--- src/verilog/error_code_pkg.sv ---
// error code values, states and timing for the error code validator
// assumes a single 20 MHz clock domain
package error_code_pkg;
    localparam int CLK_HZ = 20000000;
    localparam int CAL_TIMEOUT_S = 10;
    localparam int CAL_TIMEOUT_CYC = CAL_TIMEOUT_S * CLK_HZ;
    localparam int CNT_W = 28;

    localparam logic [15:0] CODE_NONE = 16'h0000;
    localparam logic [15:0] CODE_BAD_VERSION = 16'h0050;
    localparam logic [15:0] CODE_BAD_CHECKSUM = 16'h0051;
    localparam logic [15:0] CODE_BAD_FACTORY = 16'h0053;
    localparam logic [15:0] CODE_RAM_FAIL = 16'h0061;
    localparam logic [15:0] CODE_FLASH_FAIL = 16'h0062;
    localparam logic [15:0] CODE_WATCHDOG = 16'h0063;
    localparam logic [15:0] CODE_WRONG_STATE = 16'h0064;
    localparam logic [15:0] CODE_OVER_RANGE = 16'h0065;
    localparam logic [15:0] CODE_UNDER_RANGE = 16'h0066;
    localparam logic [15:0] CODE_ODD_ADDR = 16'h0067;
    localparam logic [15:0] CODE_ODD_COUNT = 16'h0068;
    localparam logic [15:0] CODE_BAD_DECIMALS = 16'h0069;
    localparam logic [15:0] CODE_ENTER_DENIED = 16'h0082;
    localparam logic [15:0] CODE_EXIT_DENIED = 16'h0083;
    localparam logic [15:0] CODE_CAL_WEIGHT = 16'h00A0;
    localparam logic [15:0] CODE_CAL_TIMEOUT = 16'h00A2;
    localparam logic [15:0] CODE_READ_ONLY = 16'h00A3;
    localparam logic [15:0] CODE_BAD_REG = 16'h00A4;
    localparam logic [15:0] CODE_DIGITS_SAVE = 16'h00A5;
    localparam logic [15:0] CODE_BW_MISMATCH = 16'h00B3;
    localparam logic [15:0] CODE_DIGITS_EXIT = 16'h00BC;
    localparam logic [15:0] CODE_CAL2_HIGH = 16'h00BD;
    localparam logic [15:0] CODE_CAL2_SHEET = 16'h00BE;
    localparam logic [15:0] CODE_CAL_DIR = 16'h00BF;
    localparam logic [15:0] CODE_ANA_RANGE = 16'h00C0;
    localparam logic [15:0] PARAM_REG_LO = 16'hA028;
    localparam logic [15:0] PARAM_REG_HI = 16'hA3AC;

    localparam logic [3:0] MAX_DECIMALS = 4'h7;
    localparam logic [2:0] MAX_DIGITS = 3'h6;
    localparam logic [7:0] MAX_BW_RATIO = 8'h64;

    localparam logic [2:0] CMD_WRITE = 3'h0;
    localparam logic [2:0] CMD_ENTER_SETUP = 3'h1;
    localparam logic [2:0] CMD_ENTER_RESTORE = 3'h2;
    localparam logic [2:0] CMD_EXIT = 3'h3;
    localparam logic [2:0] CMD_RESET = 3'h4;
    localparam logic [2:0] CMD_CAL_START = 3'h5;
    localparam logic [2:0] CMD_OTHER = 3'h6;

    typedef enum logic [2:0] {
        ST_STARTUP = 3'b000,
        ST_OPERATE = 3'b001,
        ST_REMOTE_SETUP = 3'b010,
        ST_REMOTE_RESTORE = 3'b011,
        ST_CALIBRATE = 3'b100,
        ST_FATAL = 3'b101,
        ST_WATCHDOG = 3'b110
    } mode_e;
endpackage

--- src/verilog/error_code_validator.sv ---
// error detection and error code generation for a strain gauge transmitter
// assumes all inputs are synchronous to clk, pulse inputs last one cycle
`timescale 1ns/10ps
`default_nettype none
module error_code_validator #(
    parameter int CalTimeoutCycles = error_code_pkg::CAL_TIMEOUT_CYC
) (
    input wire logic clk,
    input wire logic reset,
    input wire logic startupDone,
    input wire logic badVersion,
    input wire logic badChecksum,
    input wire logic [1:0] badFactory,
    input wire logic ramFail,
    input wire logic flashFail,
    input wire logic watchdogService,
    input wire logic [error_code_pkg::CNT_W-1:0] watchdogLimit,
    input wire logic cmdValid,
    input wire logic [2:0] cmdKind,
    input wire logic [15:0] wrStartReg,
    input wire logic [7:0] wrRegCount,
    input wire logic wrFloat,
    input wire logic wrScaled,
    input wire logic [3:0] wrDecimals,
    input wire logic wrOverRange,
    input wire logic wrUnderRange,
    input wire logic wrReadOnly,
    input wire logic wrUndefined,
    input wire logic [2:0] capacityDigits,
    input wire logic calWeightError,
    input wire logic calStable,
    input wire logic calDone,
    input wire logic [7:0] bwRatio,
    input wire logic cal2High,
    input wire logic cal2SheetBad,
    input wire logic calDirBad,
    input wire logic anaRangeBad,
    input wire logic paramOutOfRange,
    input wire logic [15:0] paramOutReg,
    input wire logic codeRead,
    input wire logic conditionClear,
    output logic [15:0] errorCode,
    output logic [2:0] mode,
    output logic loadDefaults,
    output logic inProcess,
    output logic relaysEnable,
    output logic analogZero,
    output logic cmdAccepted
);
    localparam int CNT_W_P = error_code_pkg::CNT_W;
    localparam logic [CNT_W_P-1:0] CAL_LIMIT = CNT_W_P'(CalTimeoutCycles - 1);

    typedef struct packed {
        error_code_pkg::mode_e mode;
        logic [15:0] code;
        logic [CNT_W_P-1:0] calCnt;
        logic [CNT_W_P-1:0] wdCnt;
        logic defaults;
        logic accepted;
        logic okOut;
        logic outZero;
    } state_s;

    state_s cur_ff;
    state_s nxt_cur;

    // consistency check order on exit; first hit wins
    function automatic logic [15:0] exit_check(input logic [2:0] digits, input logic [7:0] ratio,
                                               input logic c2h, input logic c2s,
                                               input logic dir, input logic ana,
                                               input logic oor, input logic [15:0] oreg);
        logic [15:0] r;
        r = error_code_pkg::CODE_NONE;
        if (ratio > error_code_pkg::MAX_BW_RATIO) begin
            r = error_code_pkg::CODE_BW_MISMATCH;
        end else if (digits > error_code_pkg::MAX_DIGITS) begin
            r = error_code_pkg::CODE_DIGITS_EXIT;
        end else if (c2s) begin
            r = error_code_pkg::CODE_CAL2_SHEET;
        end else if (c2h) begin
            r = error_code_pkg::CODE_CAL2_HIGH;
        end else if (dir) begin
            r = error_code_pkg::CODE_CAL_DIR;
        end else if (ana) begin
            r = error_code_pkg::CODE_ANA_RANGE;
        end else if (oor && oreg >= error_code_pkg::PARAM_REG_LO
                     && oreg <= error_code_pkg::PARAM_REG_HI) begin
            r = oreg;
        end
        return r;
    endfunction

    // write checks in fixed priority, structural faults before value faults
    function automatic logic [15:0] write_check(input logic [15:0] sreg, input logic [7:0] cnt,
                                                input logic flt, input logic scl,
                                                input logic [3:0] dec, input logic undef,
                                                input logic ro, input logic ovr,
                                                input logic und, input logic [2:0] digits);
        logic [15:0] r;
        r = error_code_pkg::CODE_NONE;
        if (undef) begin
            r = error_code_pkg::CODE_BAD_REG;
        end else if (sreg[0]) begin
            r = error_code_pkg::CODE_ODD_ADDR;
        end else if ((flt || scl) && cnt[0]) begin
            r = error_code_pkg::CODE_ODD_COUNT;
        end else if (scl && dec > error_code_pkg::MAX_DECIMALS) begin
            r = error_code_pkg::CODE_BAD_DECIMALS;
        end else if (ro) begin
            r = error_code_pkg::CODE_READ_ONLY;
        end else if (digits > error_code_pkg::MAX_DIGITS) begin
            r = error_code_pkg::CODE_DIGITS_SAVE;
        end else if (ovr) begin
            r = error_code_pkg::CODE_OVER_RANGE;
        end else if (und) begin
            r = error_code_pkg::CODE_UNDER_RANGE;
        end
        return r;
    endfunction

    logic [15:0] exitErr;
    logic [15:0] writeErr;
    logic remoteMode;
    logic [15:0] newErr;

    always_comb begin
        nxt_cur = cur_ff;
        nxt_cur.defaults = 1'b0;
        nxt_cur.accepted = 1'b0;
        newErr = error_code_pkg::CODE_NONE;
        exitErr = exit_check(capacityDigits, bwRatio, cal2High, cal2SheetBad, calDirBad,
                             anaRangeBad, paramOutOfRange, paramOutReg);
        writeErr = write_check(wrStartReg, wrRegCount, wrFloat, wrScaled, wrDecimals,
                               wrUndefined, wrReadOnly, wrOverRange, wrUnderRange,
                               capacityDigits);
        remoteMode = (cur_ff.mode == error_code_pkg::ST_REMOTE_SETUP)
                     || (cur_ff.mode == error_code_pkg::ST_REMOTE_RESTORE);

        // watchdog runs everywhere except while already tripped or fatal
        if (watchdogService) begin
            nxt_cur.wdCnt = '0;
        end else if (cur_ff.wdCnt != watchdogLimit) begin
            nxt_cur.wdCnt = cur_ff.wdCnt + 1'b1;
        end

        case (cur_ff.mode)
            error_code_pkg::ST_STARTUP: begin
                if (startupDone) begin
                    nxt_cur.wdCnt = '0;
                    if (ramFail) begin
                        newErr = error_code_pkg::CODE_RAM_FAIL;
                        nxt_cur.mode = error_code_pkg::ST_FATAL;
                    end else if (flashFail) begin
                        newErr = error_code_pkg::CODE_FLASH_FAIL;
                        nxt_cur.mode = error_code_pkg::ST_FATAL;
                    end else if (badFactory != 2'h0) begin
                        // low two bits select 053, 054 or 055
                        newErr = error_code_pkg::CODE_BAD_FACTORY
                                 + {14'h0000, badFactory} - 16'h0001;
                        nxt_cur.mode = error_code_pkg::ST_FATAL;
                    end else begin
                        nxt_cur.mode = error_code_pkg::ST_OPERATE;
                        if (badVersion) begin
                            newErr = error_code_pkg::CODE_BAD_VERSION;
                            nxt_cur.defaults = 1'b1;
                        end else if (badChecksum) begin
                            newErr = error_code_pkg::CODE_BAD_CHECKSUM;
                            nxt_cur.defaults = 1'b1;
                        end
                    end
                end
            end
            error_code_pkg::ST_FATAL: begin
                nxt_cur.wdCnt = '0;
            end
            error_code_pkg::ST_WATCHDOG: begin
                nxt_cur.wdCnt = '0;
                if (cmdValid && cmdKind == error_code_pkg::CMD_RESET) begin
                    nxt_cur.mode = error_code_pkg::ST_STARTUP;
                    nxt_cur.code = error_code_pkg::CODE_NONE;
                    nxt_cur.accepted = 1'b1;
                end else if (cmdValid) begin
                    newErr = error_code_pkg::CODE_WRONG_STATE;
                end
            end
            default: begin
                if (cur_ff.mode == error_code_pkg::ST_CALIBRATE) begin
                    nxt_cur.calCnt = cur_ff.calCnt + 1'b1;
                    if (calWeightError) begin
                        newErr = error_code_pkg::CODE_CAL_WEIGHT;
                        nxt_cur.mode = error_code_pkg::ST_REMOTE_SETUP;
                    end else if (calStable && calDone) begin
                        nxt_cur.mode = error_code_pkg::ST_REMOTE_SETUP;
                    end else if (!calStable && cur_ff.calCnt >= CAL_LIMIT) begin
                        newErr = error_code_pkg::CODE_CAL_TIMEOUT;
                        nxt_cur.mode = error_code_pkg::ST_REMOTE_SETUP;
                    end
                    if (calStable) begin
                        nxt_cur.calCnt = '0;
                    end
                end
                if (cmdValid) begin
                    case (cmdKind)
                        error_code_pkg::CMD_ENTER_SETUP, error_code_pkg::CMD_ENTER_RESTORE: begin
                            if (cur_ff.mode != error_code_pkg::ST_OPERATE) begin
                                newErr = error_code_pkg::CODE_ENTER_DENIED;
                            end else begin
                                nxt_cur.mode = (cmdKind == error_code_pkg::CMD_ENTER_SETUP)
                                    ? error_code_pkg::ST_REMOTE_SETUP
                                    : error_code_pkg::ST_REMOTE_RESTORE;
                                nxt_cur.accepted = 1'b1;
                            end
                        end
                        error_code_pkg::CMD_EXIT: begin
                            if (!remoteMode) begin
                                newErr = error_code_pkg::CODE_EXIT_DENIED;
                            end else if (exitErr != error_code_pkg::CODE_NONE) begin
                                newErr = exitErr;
                            end else begin
                                nxt_cur.mode = error_code_pkg::ST_OPERATE;
                                nxt_cur.accepted = 1'b1;
                            end
                        end
                        error_code_pkg::CMD_WRITE: begin
                            if (writeErr != error_code_pkg::CODE_NONE) begin
                                newErr = writeErr;
                            end else begin
                                nxt_cur.accepted = 1'b1;
                            end
                        end
                        error_code_pkg::CMD_CAL_START: begin
                            if (cur_ff.mode != error_code_pkg::ST_REMOTE_SETUP) begin
                                newErr = error_code_pkg::CODE_WRONG_STATE;
                            end else begin
                                nxt_cur.mode = error_code_pkg::ST_CALIBRATE;
                                nxt_cur.calCnt = '0;
                                nxt_cur.accepted = 1'b1;
                            end
                        end
                        error_code_pkg::CMD_RESET: begin
                            nxt_cur.mode = error_code_pkg::ST_STARTUP;
                            nxt_cur.code = error_code_pkg::CODE_NONE;
                            nxt_cur.accepted = 1'b1;
                        end
                        default: begin
                            newErr = error_code_pkg::CODE_WRONG_STATE;
                        end
                    endcase
                end
            end
        endcase

        // watchdog trip overrides the mode, code and command acceptance chosen this cycle
        if (cur_ff.mode != error_code_pkg::ST_FATAL && cur_ff.mode != error_code_pkg::ST_WATCHDOG
            && !watchdogService && cur_ff.wdCnt == watchdogLimit) begin
            newErr = error_code_pkg::CODE_WATCHDOG;
            nxt_cur.mode = error_code_pkg::ST_WATCHDOG;
            nxt_cur.accepted = 1'b0;
        end

        // a fresh error wins over a same-cycle read or clear
        if (newErr != error_code_pkg::CODE_NONE) begin
            nxt_cur.code = newErr;
        end else if ((codeRead || conditionClear)
                     && cur_ff.mode != error_code_pkg::ST_FATAL
                     && cur_ff.mode != error_code_pkg::ST_WATCHDOG) begin
            nxt_cur.code = error_code_pkg::CODE_NONE;
        end

        // taken from the next state so live outputs move with errorCode
        nxt_cur.okOut = (nxt_cur.code == error_code_pkg::CODE_NONE)
                        && (nxt_cur.mode == error_code_pkg::ST_OPERATE);
        nxt_cur.outZero = !nxt_cur.okOut;
    end

    always_ff @(posedge clk) begin
        if (reset) begin
            cur_ff <= '{mode: error_code_pkg::ST_STARTUP, code: error_code_pkg::CODE_NONE,
                        calCnt: '0, wdCnt: '0, defaults: 1'b0, accepted: 1'b0,
                        okOut: 1'b0, outZero: 1'b1};
        end else begin
            cur_ff <= nxt_cur;
        end
    end

    assign errorCode = cur_ff.code;
    assign mode = cur_ff.mode;
    assign loadDefaults = cur_ff.defaults;
    assign cmdAccepted = cur_ff.accepted;
    assign inProcess = cur_ff.okOut;
    assign relaysEnable = cur_ff.okOut;
    assign analogZero = cur_ff.outZero;
endmodule
`default_nettype wire

--- config.mk ---
export PLATFORM = sky130hd
export DESIGN_NAME = error_code_validator
export DESIGN_NICKNAME = d
export VERILOG_FILES = /design/src/verilog/error_code_pkg.sv /design/src/verilog/error_code_validator.sv
export SDC_FILE = /design/constraint.sdc
export NUM_CORES = 1
export LEC_CHECK = 0
export ABC_CLOCK_PERIOD_IN_PS = 8500
export BUFFER_PORTS_ARGS = -buffer_cell sky130_fd_sc_hd__buf_2
export CAP_MARGIN = 20
export CORE_UTILIZATION = 30
export CTS_BUF_LIST = sky130_fd_sc_hd__clkbuf_8 sky130_fd_sc_hd__clkbuf_16
export DETAILED_ROUTE_END_ITERATION = 7
export SYNTH_ARGS = -nofsm -noshare
export SYNTH_HDL_FRONTEND = slang
export SYNTH_SLANG_ARGS = --single-unit
export TNS_END_PERCENT = 1
--- constraint.sdc ---
create_clock -name clk -period 8.5 [get_ports clk]
set_clock_uncertainty 0.05 [all_clocks]
set_input_delay 1.275 -clock clk [delete_from_list [all_inputs] [get_ports clk]]
set_output_delay 1.275 -clock clk [all_outputs]
set_load 0.03 [all_outputs]
## After elaboration in Yosys (flattened, before gate mapping)

Index checks and enable logic that the tools add are counted.

| storage, ports and cells | value |
|---|---|
| output and inout bits | 24 |
| register bits after elaboration | 79 |
| word-level logic and storage cells | 149 |

| cells by class | value |
|---|---|
| order comparisons | 6 |
| $add $sub $neg | 4 |
| mux-type cells | 80 |
| equal/unequal tests | 17 |
| bitwise operators | 2 |
| reductions and logical operators | 32 |

Operators by type and width:

| kind | number |
|---|---|
| 16-bit two-way mux | 23 |
| 28-bit two-way mux | 6 |
| 8-bit two-way mux | 10 |
| 16-bit one-hot mux with 5 select lines | 1 |
| 28-bit by 1-bit adder with 28-bit output (second input constant) | 2 |
| 28-bit one-hot mux with 2 select lines | 1 |
| 16-bit one-hot mux with 3 select lines | 1 |
| 16-bit nonzero test | 3 |
| 47-bit two-way mux | 1 |
| 3-bit two-way mux | 13 |
| 16-bit one-hot mux with 2 select lines | 1 |
| 29-bit two-way mux | 1 |
| 28-bit equality test | 1 |
| 28-bit greater-or-equal comparator (second input constant) | 1 |
| 7-bit two-way mux | 4 |
| 28-bit inequality test | 1 |
| 19-bit two-way mux | 1 |
| 16-bit greater-or-equal comparator (second input constant) | 1 |
| 16-bit <= comparator (second input constant) | 1 |
| 16-bit zero test | 1 |
| 3-bit equality test (second input constant) | 5 |
| 1-bit logical AND | 13 |
| 1-bit two-way mux | 13 |
| 3-bit by 2-bit equality test with 1-bit output (second input constant) | 4 |
| 21 further kinds | 32 |

## Longest topological paths before layout

| depth | value |
|---|---|
| word-level depth | 22 |
| mapped depth | 12 |
| gate-level depth less buffers | 9 |

## Least setup slack after synthesis

Ideal clock, no wire load.

| path | value |
|---|---|
| kind | input -> register |
| from | input port capacityDigits[0] |
| to | register cur_ff, in the netlist analogZero |
| path buffers | 2 |
| arrival time | 3.896 ns |
| slack | 4.420 ns |
| stages on the path | 10 |
| data required time | 8.316 ns |
| cell sequence | and3_1 buf_6 or4_4 or2_0 clkbuf_2 or4_1 a221o_1 a211oi_2 nand2_1 or4b_1 |

| on the way | value |
|---|---|
| longest elaborated chain between the ends | 18 |
| elaborated cells on any way between the ends | 30 |

Ends and longest elaborated chain:

| item | line | source |
|---|---|---|
| from (decl) | error_code_validator.sv:29 | `input wire logic [2:0] capacityDigits,` |
| 3-bit > comparator * | error_code_validator.sv:76, error_code_validator.sv:111 |  |
| 8-bit two-way mux | error_code_validator.sv:111 | `end else if (digits > error_code_pkg::MAX_DIGITS) begin` |
| 8-bit two-way mux | error_code_validator.sv:109 | `end else if (ro) begin` |
| 8-bit two-way mux | error_code_validator.sv:107 | `end else if (scl && dec > error_code_pkg::MAX_DECIMALS) begin` |
| 8-bit two-way mux | error_code_validator.sv:105 | `end else if ((flt \|\| scl) && cnt[0]) begin` |
| 8-bit two-way mux | error_code_validator.sv:103 | `end else if (sreg[0]) begin` |
| 8-bit two-way mux | error_code_validator.sv:101 | `if (undef) begin` |
| 16-bit nonzero test | error_code_validator.sv:225 | `if (writeErr != error_code_pkg::CODE_NONE) begin` |
| (+2 left out) | - |  |
| 16-bit two-way mux | error_code_validator.sv:202 | `if (cmdValid) begin` |
| 16-bit one-hot mux with 3 select lines | error_code_validator.sv:146 | `case (cur_ff.mode)` |
| 16-bit two-way mux | error_code_validator.sv:254 | `if (cur_ff.mode != error_code_pkg::ST_FATAL && cur_ff.mode != error_code_pkg::ST_WATCHDOG` |
| 16-bit nonzero test | error_code_validator.sv:262 | `if (newErr != error_code_pkg::CODE_NONE) begin` |
| 16-bit two-way mux | error_code_validator.sv:262 |  |
| 16-bit zero test | error_code_validator.sv:271 | `nxt_cur.okOut = (nxt_cur.code == error_code_pkg::CODE_NONE)` |
| 1-bit logical AND * | error_code_validator.sv:272 | `&& (nxt_cur.mode == error_code_pkg::ST_OPERATE);` |
| 1-bit zero test * | error_code_validator.sv:273 | `nxt_cur.outZero = !nxt_cur.okOut;` |
| to (signal assigned) | error_code_validator.sv:278 | `cur_ff <= '{mode: error_code_pkg::ST_STARTUP, code: error_code_pkg::CODE_NONE,` |
| to (signal assigned) | error_code_validator.sv:282 | `cur_ff <= nxt_cur;` |
| to (decl) | error_code_validator.sv:64 | `state_s cur_ff;` |

Mark *: on every way between the ends. The rest lies on a longest branch, timed or not.
A chain may end at the register's enable or synchronous reset.

## Worst setup path after layout

Same ends and word-level chain as after synthesis.

==> impl_metrics.ini <==
[timing]
finalCriticalPeriod_ns = 4.03
worst_slack_ns = 4.47
slew_viol_final = 0
fin_crit_sh = 0.475
worst_pin_slew_ns = 0.999
hold_viol = 0
fmax_mhz = 248
rsz0062_at_grt = no
setup_viol = 0
tns_ns = 0
slew_headroom = 0.334

[power]
power.leakage_nw = 2.39
irDropWorstVdd_v = 0.0000896
powerDensity_nw_per_um2 = 174

[run_status]
status = completed

[die]
io-pin-count = 137
die-area_um2 = 16900
die_w_um = 130
die_y_um = 130
start_util = 0.307
core.rowCount = 46
coreArea_um2 = 15900

[global_route]
grt_pass1_vias = 4269
overflow = 0
grt_antenna_before_repair = 1
groute.usage.overall = 0.163
grt_pass1_wl_mm = 21.4
grt_max_degree = 29

[finish]
multi_input_area_um2 = 3030
layout-drive-gt1-share = 0.192
final_cell_mix = buf_2, nor2_1, dfxtp_1, xor2_1, nand2_1
nNetsFinal = 818
fillers = 1690
seqCellArea_um2 = 1580
final_common_cell = buf_2
area_delta_synth_final_pct = 19.3

[setup_path]
worst-setup-path-type = input port to register
critPathTopFamily = simple AND/OR/NAND/NOR gates
start_kind = input port
slowest_delay_ns = 0.54
required_ns = 8.67
slowest_stage = or4_1
critPathBufInv = 1
crit_chain = buf_2, and3_1, or4_4, or2_0, or4_1, a221o_1, a211oi_2, nand2_1, or4b_1
arrival_ns = 4.20
crit_fanout = 7
critPathCaptureType = register

[synth]
ys_seq_area_frac = 0.323
ys_warn_count = 0
synth_cell_types = 65
synth_compound_area_frac = 0.173
synth_area_um2 = 4900
postSynthRegisterBits = 79
synthCells = 622
avgSynthCellArea_um2 = 7.88
synthMuxAreaShare = 0.00817
async_reset_ff_frac = 0
synth-adder-area-share = 0.00510
synthesis.nets = 737
synth_simple_gate_area_share = 0.299
synth_edf_count = 0
synth_top_family_by_area = simple AND/OR/NAND/NOR gates
synth_xor_area_frac = 0.132
synth_flop_cell = dfxtp_1

[detailed_routing]
drc_errors = 0
firstDrtPassIters = 4
routed_via_density = 5.09
route.detailed.wl_per_inst_um = 14.4
routed_wl_mm = 13.3
vias = 4703
antenna_left = 0
first_iter_violations = 234

[clock_tree]
cts_resized = 0
cts.clk_slew.worst_paths_ns = 0.06
hold_buffers = 0
clock_latency_ns = 0.34
cts_setup_buffers = 0
cts_max_path_buffers = 2
cts.sinks = 79
cts_tree = done
numCtsBuffers = 9
h-tree-depth = 3
cts_root_buffer = clkbuf_16

[placement]
pre_cts_slack_ns = 4.15
portBuffers = 111
hpwl_mm = 10.3
routabilityCongestion = 0.906

[job]
cap_violations = 0

[min_path]
hold_path.class = register to register
==> Yosys cell counts, types with 5 or more instances <==
cell	instances	area [um2]
nor4_1	20	125
nor2b_1	5	31.3
or3_1	11	68.8
xor2_1	59	517
clkbuf_1	21	78.8
nand2_1	41	154
o31a_1	5	43.8
buf_4	20	150
and4_1	6	52.6
nand4_1	19	119
dfxtp_1	79	1580
and3_1	17	106
inv_1	12	45.0
a21oi_1	36	180
nor2_1	85	319
a21o_1	9	67.6
xnor2_1	15	131
and2_1	10	62.6
nand3_1	20	100
nor3_1	17	85.1
o21ai_0	27	135
nor3b_1	7	52.6
==> path summary, 6_finish.rpt <==
kind | from | to | slack, ns | cells past startpoint
worst min-delay path | errorCode[6] | errorCode[6] | 0.43 | 1
worst max-delay path | capacityDigits[0] | analogZero | 4.47 | 9
worst max register to register | mode[0] | analogZero | 5.13 | 9
worst min register to register | errorCode[6] | errorCode[6] | 0.43 | 1
==> report_power, final <==
group	total, W	internal (W)	switching, W
clock	0.000448	0.000300	0.000147
combinational	0.000176	0.0000658	0.000110
sequential	0.000393	0.000379	0.0000138
total	0.00102	0.000745	0.000272
==> metrics by stage <==
step                       util  total power [W]  std cells  instance area [um2]  hold slack (ns)
after floorplan               -         0.000515        622                 4900            0.401
after global placement    0.345         0.000575        908                 5500            0.413
after detailed placement  0.345         0.000575        908                 5500            0.423
after CTS                 0.367          0.00103        923                 5850            0.434
after global routing      0.367          0.00107        923                 5850            0.450
final                     0.367          0.00102        924                 5850            0.429
==> routing by layer <==
layer,vias to the layer above,GRT usage,share of wire
li1,2391,-,-
met1,2135,0.210,0.46
met2,161,0.270,0.46
met3,16,0.0394,0.064
met4,0,0.0499,0.014
met5,-,0,0
==> state kept, by name, indices dropped and copies added (netlist names) <==
signal	flops
cur_ff	56
errorCode	16
mode	3
analogZero	1
cmdAccepted	1
inProcess	1
loadDefaults	1
==> final cells by class <==
| class | instances | share of cell area |
|---|---|---|
| sequential | 79 | 0.270 |
| multi-input combinational | 487 | 0.517 |
| timing repair buffer | 114 | 0.0988 |
| clock inverter | 4 | 0.0160 |
| clock buffer | 11 | 0.0432 |
| antenna | 1 | 0.000428 |
| inverter | 12 | 0.00770 |
| tap | 216 | 0.0462 |
==> logic make-up after synthesis <==
family | Yosys count
buffers and inverters | 56
AOI/OAI and AO/OA | 125
xor gates and xnor gates | 74
muxes | 4
and+or+nand+nor | 282
adders and majority gates | 2
DFF | 79
Note: power is estimated with default switching activity, not from simulation.
